### config.mk
export PLATFORM = sky130hd
export DESIGN_NAME = low_voltage_detect_control
export DESIGN_NICKNAME = d
export VERILOG_FILES = /design/src/verilog/lvd_pkg.sv /design/src/verilog/lvd_front_if.sv /design/src/verilog/low_voltage_detect_control.sv /design/src/verilog/lvd_front.sv
export SDC_FILE = /design/constraint.sdc
export NUM_CORES = 1
export LEC_CHECK = 0
export ABC_AREA = 1
export BUFFER_PORTS_ARGS = -buffer_cell sky130_fd_sc_hd__buf_2
export CORE_AREA = 4 4 80 82
export DETAILED_ROUTE_END_ITERATION = 6
export DIE_AREA = 0 0 84 86
export SLEW_MARGIN = 20
export SYNTH_ARGS = -nofsm -noshare
export SYNTH_HDL_FRONTEND = slang
export SYNTH_SLANG_ARGS = --single-unit
### constraint.sdc
create_clock -name pclk -period 2.8 [get_ports pclk]
set_input_delay 0.28 -clock pclk [delete_from_list [all_inputs] [get_ports pclk]]
set_output_delay 0.28 -clock pclk [all_outputs]
set_load 0.02 [all_outputs]
### src/verilog/lvd_pkg.sv
// shared constants of the low voltage detector control block
package lvd_pkg;
    localparam int unsigned ADDR_W = 12;
    // the printed offset is a register index; byte address is four times it
    localparam logic [ADDR_W-1:0] CTRL_INDEX = 12'h057;
    localparam logic [ADDR_W-1:0] CTRL_ADDR = 12'h15c;
    localparam logic [ADDR_W-1:0] STATUS_ADDR = 12'h160;
    localparam logic [ADDR_W-1:0] CLEAR_ADDR = 12'h164;
    localparam logic [ADDR_W-1:0] IRQ_EN_ADDR = 12'h168;

    localparam int unsigned EN_BIT = 0;
    localparam int unsigned SRC_BIT = 1;
    localparam int unsigned LVL_LSB = 2;
    localparam int unsigned LVL_MSB = 3;
    localparam int unsigned RESULT_BIT = 0;

    localparam logic [1:0] LEVEL_RESET = 2'h0;
    localparam logic SRC_SUPPLY = 1'b0;
    localparam logic SRC_EXTERNAL = 1'b1;

    localparam int unsigned NUM_EVENTS = 2;
    localparam int unsigned EV_SETTLED = 0;
    localparam int unsigned EV_LOW = 1;
    localparam logic [NUM_EVENTS-1:0] EVENTS_RESET = 2'h0;

    localparam int unsigned SETTLE_TIME_NS = 30000;
    localparam int unsigned CLK_PERIOD_NS = 20;
    localparam int unsigned SETTLE_CYCLES = (SETTLE_TIME_NS + CLK_PERIOD_NS - 1) / CLK_PERIOD_NS;
    localparam int unsigned CNT_W = 11;
    localparam logic [CNT_W-1:0] SETTLE_LAST = CNT_W'(SETTLE_CYCLES - 1);
    localparam logic [CNT_W-1:0] CNT_ZERO = 11'h000;
    localparam logic [CNT_W-1:0] CNT_ONE = 11'h001;

    typedef enum logic [3:0] {
        ST_OFF = 4'h1,
        ST_SETTLE = 4'h2,
        ST_FIRST = 4'h4,
        ST_VALID = 4'h8
    } detect_state_t;
endpackage
### src/verilog/lvd_front_if.sv
// carries enable, settle status and synchronised comparator level
`timescale 1ns/10ps
`default_nettype none
interface lvd_front_if;
    logic enable;
    logic settled;
    logic cmp_level;
    modport ctrl (output enable, input settled, input cmp_level);
    modport front (input enable, output settled, output cmp_level);
endinterface
`default_nettype wire

### src/verilog/low_voltage_detect_control.sv
// low voltage detector control: apb registers, read sequence, interrupt
`timescale 1ns/10ps
`default_nettype none
module low_voltage_detect_control
    import lvd_pkg::*;
(
    input wire logic pclk, // system clock
    input wire logic presetn, // async reset, active low
    input wire logic psel, // apb select
    input wire logic penable, // apb access phase
    input wire logic pwrite, // apb direction, high for write
    input wire logic [ADDR_W-1:0] paddr, // apb byte address
    input wire logic [31:0] pwdata, // apb write data
    output logic [31:0] prdata, // apb read data
    output logic pready, // apb ready
    output logic pslverr, // apb error on unmapped address
    input wire logic cmp_async, // comparator output, asynchronous
    output logic detector_enable, // powers the comparator
    output logic source_select, // 0 supply, 1 external_sense_input
    output logic [1:0] threshold_level_select, // threshold code
    output logic irq // level interrupt
);
    function automatic logic hit(input logic [ADDR_W-1:0] a, input logic [ADDR_W-1:0] off);
        hit = (a == off);
    endfunction

    // a write lands only at the access edge, when ready is sampled high
    function automatic logic wr_at(input logic done, input logic wr,
        input logic [ADDR_W-1:0] a, input logic [ADDR_W-1:0] off);
        wr_at = done && wr && hit(a, off);
    endfunction

    lvd_front_if fi ();

    lvd_front u_front (
        .pclk(pclk),
        .presetn(presetn),
        .cmp_async(cmp_async),
        .fi(fi)
    );

    logic enable_q;
    logic source_q;
    logic [1:0] level_q;
    detect_state_t state_q;
    detect_state_t state_d;
    logic [NUM_EVENTS-1:0] status_q;
    logic [NUM_EVENTS-1:0] irq_en_q;
    logic [NUM_EVENTS-1:0] event_d;
    logic settled_prev_q;
    logic [31:0] prdata_q;
    logic [31:0] rdata_d;
    logic pready_q;
    logic pslverr_q;
    logic irq_q;

    logic setup_ph;
    logic access_done;
    logic wr_ctrl;
    logic rd_ctrl;
    logic wr_clear;
    logic wr_irq_en;
    logic mapped;

    assign setup_ph = psel && !penable;
    assign access_done = psel && penable && pready_q;
    assign wr_ctrl = wr_at(access_done, pwrite, paddr, CTRL_ADDR);
    assign wr_clear = wr_at(access_done, pwrite, paddr, CLEAR_ADDR);
    assign wr_irq_en = wr_at(access_done, pwrite, paddr, IRQ_EN_ADDR);
    assign rd_ctrl = access_done && !pwrite && hit(paddr, CTRL_ADDR);
    // status writes are ignored without error; only unknown offsets raise one
    assign mapped = hit(paddr, CTRL_ADDR) || hit(paddr, STATUS_ADDR)
        || hit(paddr, CLEAR_ADDR) || hit(paddr, IRQ_EN_ADDR);
    // the settle timer sees the same registered enable as the comparator
    assign fi.enable = enable_q;

    // control fields drive the analog comparator directly
    always_ff @(posedge pclk or negedge presetn) begin
        if (!presetn) begin
            enable_q <= 1'b0;
            source_q <= SRC_SUPPLY;
            level_q <= LEVEL_RESET;
        end else if (wr_ctrl) begin
            enable_q <= pwdata[EN_BIT];
            source_q <= pwdata[SRC_BIT];
            level_q <= pwdata[LVL_MSB:LVL_LSB];
        end
    end

    // read sequence: settle, then one read to stabilise, then valid reads
    // a disable from any state returns to off, so the next enable arms again
    always_comb begin
        state_d = state_q;
        case (state_q)
            ST_OFF: begin
                if (enable_q) begin
                    state_d = ST_SETTLE;
                end
            end
            ST_SETTLE: begin
                if (fi.settled) begin
                    state_d = ST_FIRST;
                end
            end
            ST_FIRST: begin
                if (rd_ctrl) begin
                    state_d = ST_VALID;
                end
            end
            ST_VALID: begin
                state_d = ST_VALID;
            end
            default: begin
                state_d = ST_OFF;
            end
        endcase
        if (!enable_q) begin
            state_d = ST_OFF;
        end
    end

    always_ff @(posedge pclk or negedge presetn) begin
        if (!presetn) begin
            state_q <= ST_OFF;
        end else begin
            state_q <= state_d;
        end
    end

    // events: settle finished, and a valid read that showed low voltage
    always_ff @(posedge pclk or negedge presetn) begin
        if (!presetn) begin
            settled_prev_q <= 1'b0;
        end else begin
            settled_prev_q <= fi.settled;
        end
    end

    // the low event uses the value loaded for this read, so it matches what software saw
    always_comb begin
        event_d = EVENTS_RESET;
        event_d[EV_SETTLED] = fi.settled && !settled_prev_q;
        event_d[EV_LOW] = rd_ctrl && (state_q == ST_VALID) && !prdata_q[RESULT_BIT];
    end

    // an event in the same cycle as its clear wins
    for (genvar i = 0; i < NUM_EVENTS; i++) begin : g_status
        always_ff @(posedge pclk or negedge presetn) begin
            if (!presetn) begin
                status_q[i] <= 1'b0;
            end else if (event_d[i]) begin
                status_q[i] <= 1'b1;
            end else if (wr_clear && pwdata[i]) begin
                status_q[i] <= 1'b0;
            end
        end
    end

    always_ff @(posedge pclk or negedge presetn) begin
        if (!presetn) begin
            irq_en_q <= EVENTS_RESET;
        end else if (wr_irq_en) begin
            irq_en_q <= pwdata[NUM_EVENTS-1:0];
        end
    end

    // registered so irq comes from a flop; it lags the status by one cycle
    always_ff @(posedge pclk or negedge presetn) begin
        if (!presetn) begin
            irq_q <= 1'b0;
        end else begin
            irq_q <= |(status_q & irq_en_q);
        end
    end

    // read data chosen in the setup cycle, held through the access cycle
    always_comb begin
        rdata_d = 32'h0000_0000;
        if (hit(paddr, CTRL_ADDR)) begin
            // before the stabilising read the bit carries no valid result
            if (state_q == ST_VALID) begin
                rdata_d[RESULT_BIT] = fi.cmp_level;
            end
        end else if (hit(paddr, STATUS_ADDR)) begin
            rdata_d[NUM_EVENTS-1:0] = status_q;
        end else if (hit(paddr, IRQ_EN_ADDR)) begin
            rdata_d[NUM_EVENTS-1:0] = irq_en_q;
        end
    end

    // one wait-free access: ready rises for the access cycle only
    always_ff @(posedge pclk or negedge presetn) begin
        if (!presetn) begin
            pready_q <= 1'b0;
            pslverr_q <= 1'b0;
            prdata_q <= 32'h0000_0000;
        end else begin
            pready_q <= setup_ph;
            pslverr_q <= setup_ph && !mapped;
            if (setup_ph && !pwrite) begin
                prdata_q <= rdata_d;
            end
        end
    end

    assign prdata = prdata_q;
    assign pready = pready_q;
    assign pslverr = pslverr_q;
    assign irq = irq_q;
    assign detector_enable = enable_q;
    assign source_select = source_q;
    assign threshold_level_select = level_q;
endmodule
`default_nettype wire

### src/verilog/lvd_front.sv
// comparator synchroniser and settle timer
`timescale 1ns/10ps
`default_nettype none
module lvd_front
    import lvd_pkg::*;
(
    input wire logic pclk, // system clock
    input wire logic presetn, // async reset, active low
    input wire logic cmp_async, // raw comparator output, high when voltage above threshold
    lvd_front_if.front fi // link to control logic
);
    logic sync1_q;
    logic sync2_q;
    logic [CNT_W-1:0] cnt_q;
    logic settled_q;

    // first stage is read only by the second stage
    always_ff @(posedge pclk or negedge presetn) begin
        if (!presetn) begin
            sync1_q <= 1'b0;
            sync2_q <= 1'b0;
        end else begin
            sync1_q <= cmp_async;
            sync2_q <= sync1_q;
        end
    end

    // a disable drops the count, so each enable waits the full time again
    always_ff @(posedge pclk or negedge presetn) begin
        if (!presetn) begin
            cnt_q <= CNT_ZERO;
            settled_q <= 1'b0;
        end else if (!fi.enable) begin
            cnt_q <= CNT_ZERO;
            settled_q <= 1'b0;
        end else if (!settled_q) begin
            if (cnt_q == SETTLE_LAST) begin
                settled_q <= 1'b1;
            end else begin
                cnt_q <= cnt_q + CNT_ONE;
            end
        end
    end

    assign fi.settled = settled_q;
    assign fi.cmp_level = sync2_q;
endmodule
`default_nettype wire

==> results.py <==
metrics = {
    "synth": {
        "netlist_instances": 263,
        "synth_seq_cells": 32,
        "seq_area_frac_synth_pct": 41.2,
        "yosysWarnings": 0,
        "ys_types": 27,
        "avgSynthCellArea_um2": 7.40,
        "synthesis.area_um2": 1950,
    },
    "global_routing": {
        "grt_remaining_overflow": 0,
        "grt_pass1_wl_um": 6710,
        "grt_start_max_net_pins": 33,
        "antenna_found_initial": 0,
        "grt_usage_pct": 11.4,
        "grt_pass1_vias": 1574,
    },
    "timing": {
        "setup_viol": 0,
        "fmax_ghz": 0.536,
        "worst_slack_ps": 935,
        "rsz0062_at_grt": "false",
        "finalCriticalPeriod_ps": 1860,
        "drv_slew": 0,
        "finalHoldViolCount": 0,
        "fin_tns_setup_ps": 0,
        "fin_crit_sh_pct": 66.6,
        "relSlewSlack_pct": 53.2,
        "fin_skew_ps": 7.68,
        "worstMarginPinSlew_ps": 702,
    },
    "critical_path": {
        "cp.arrival_ps": 2040,
        "critPathMaxFanout": 12,
        "cp.required_ps": 2970,
        "path_class": "reg -> reg",
        "cp-start-kind": "register",
        "ff2ff_path_depth": 8,
        "endpoint_kind": "register",
    },
    "placement": {
        "portBuffers": 30,
        "place_ws_ps": 953,
        "gp_congestion": 0.790,
        "post-dp-hpwl_um": 2920,
    },
    "clocking": {
        "post_cts_buffers": 0,
        "clock_sinks": 32,
        "insertion_delay_ps": 280,
        "cts_buffer_depth": 2,
        "cts_hold_buf": 0,
        "cts_tree": "done",
        "cts-root-buf": "clkbuf_8",
        "cts_max_level": 2,
        "cts_made_buffers": 5,
        "path_clk_slew_ps": 70,
        "cts_resized": 0,
    },
    "route": {
        "drc": 0,
        "drt_wl_total_um": 3850,
        "drt_pass1_iterations": 4,
        "routedWlPerCell_um": 10.3,
        "drt_iter0_markers": 70,
        "postRouteAntennaNets": 0,
        "viasPerCell": 4.44,
        "vias": 1655,
    },
    "floorplanning": {
        "fp.dieW_um": 84,
        "die_y_um": 86,
        "die_area_um2": 7220,
        "core-area_um2": 5750,
        "ios": 89,
        "row_count": 28,
        "initial_core_util_pct": 33.9,
    },
    "final_layout": {
        "mostFrequentLayoutCells": "67 x nand2_1, 35 x nor2_1, 33 x inv_1",
        "drive_gt1_share_pct": 15.4,
        "antenna_cells": 0,
        "fin_nets": 348,
        "area_growth_pct": 10.4,
        "final_common_cell": "nand2_1",
        "n_fill_cell": 616,
    },
    "power": {
        "p_leak_nw": 1.20,
        "p_per_area_nw_per_um2": 432,
        "ir_worst_vdd_mv": 0.253,
    },
    "flow_run": {
        "cap_viol_max_count": 0,
    },
    "hold_path": {
        "holdCritPathClass": "in -> async",
    },
    "run_status": {
        "status": "finished clean",
    },
}
==> kinds of logic (layout without fill, tap and decap cells) <==
family,after synthesis,count (layout),share of synthesized area [%]
compound gates,14,14,4.31
xor+xnor,2,2,0.900
fa+ha+maj,1,1,0.643
buf+inv,66,72,19.1
flops,32,32,41.2
other cells,1,30,0.193
simple gates,147,147,33.6
==> worst paths after layout <==
kind / from / to / slack [ps]
hold reg to reg: u_front.sync1_q / u_front.fi.cmp_level / 350
setup / recovery: u_front.cnt_q[0] / u_front.cnt_q[2] / 940
setup reg to reg: u_front.cnt_q[0] / u_front.cnt_q[2] / 940
min in group pclk: cmp_async / u_front.sync1_q / 110
hold / removal: presetn / u_front.cnt_q[8] / 30
max in group asynchronous: presetn / prdata[0] / 2300
==> metrics by stage <==
stage / power [mW] / utilization, % / hold WS, ps / cell area, um2 / std cells
after floorplan: 0.568 / - / -15.6 / 2050 / 292
after global placement: 0.569 / 35.8 / 338 / 2060 / 365
after detailed placement: 0.569 / 35.8 / 341 / 2060 / 365
after CTS: 0.942 / 37.4 / 57.4 / 2150 / 373
after global routing: 0.970 / 37.4 / 95.4 / 2150 / 373
final: 0.927 / 37.4 / 30.5 / 2150 / 373
==> final cells by class <==
type,instances,area (um2),share of cell area [%]
timing repair buffer,31,158,7.34
tap,75,93.8,4.37
clock buffer,8,90.1,4.19
sequential,32,802,37.3
inverter,33,124,5.77
multi-input combinational,194,881,41.0
==> layer usage <==
metal | track usage (%) | vias up | wire length [um]
li1 | - | 831 | -
met1 | 13.6 | 777 | 1720
met2 | 19.5 | 41 | 1870
met3 | 2.79 | 6 | 218
met4 | 4.97 | 0 | 46
met5 | 0 | - | 0
==> cells in the mapped netlist, drive strengths merged <==
master  count  area (um2)
nand2      69         264
nor2       38         155
buf        33         248
inv        33         124
dfrtp      31         776
nand3      21         105
nand4      12        75.1
o21ai       7        35.0
a21oi       2        10.0
nand3b      2        15.0
nor3        2        21.3
o21bai      2        15.0
or2         2        12.5
xor2        2        17.5
a211oi      1        7.51
a21o        1        7.51
a22o        1        8.76
and3        1        6.26
conb        1        3.75
dfstp       1        26.3
ha          1        12.5
==> worst max-delay path, stage by stage, from the launching register on <==
cell and delay [ps]:
dfrtp_1 460, ha_1 300, nand2_1 90, nand3b_1 100
nor2_1 60, nor2_2 450, nor2_4 150, nand2_1 100
nand2_1 50
==> registers in the layout, indices dropped and copies added (netlist names) <==
signal                  count
irq                         1
pready                      1
u_front.fi.cmp_level        1
state_q                     4
prdata                      2
u_front.cnt_q              11
u_front.sync1_q             1
pslverr                     1
u_front.fi.settled          1
status_q                    2
threshold_level_select      2
detector_enable             1
settled_prev_q              1
irq_en_q                    2
source_select               1
==> where the power goes <==
| group | switching, mW | internal, mW |
|---|---|---|
| Clock | 0.166 | 0.200 |
| Sequential | 0.00251 | 0.468 |
| Combinational | 0.0698 | 0.0206 |
(Power assumes the default switching activity.)
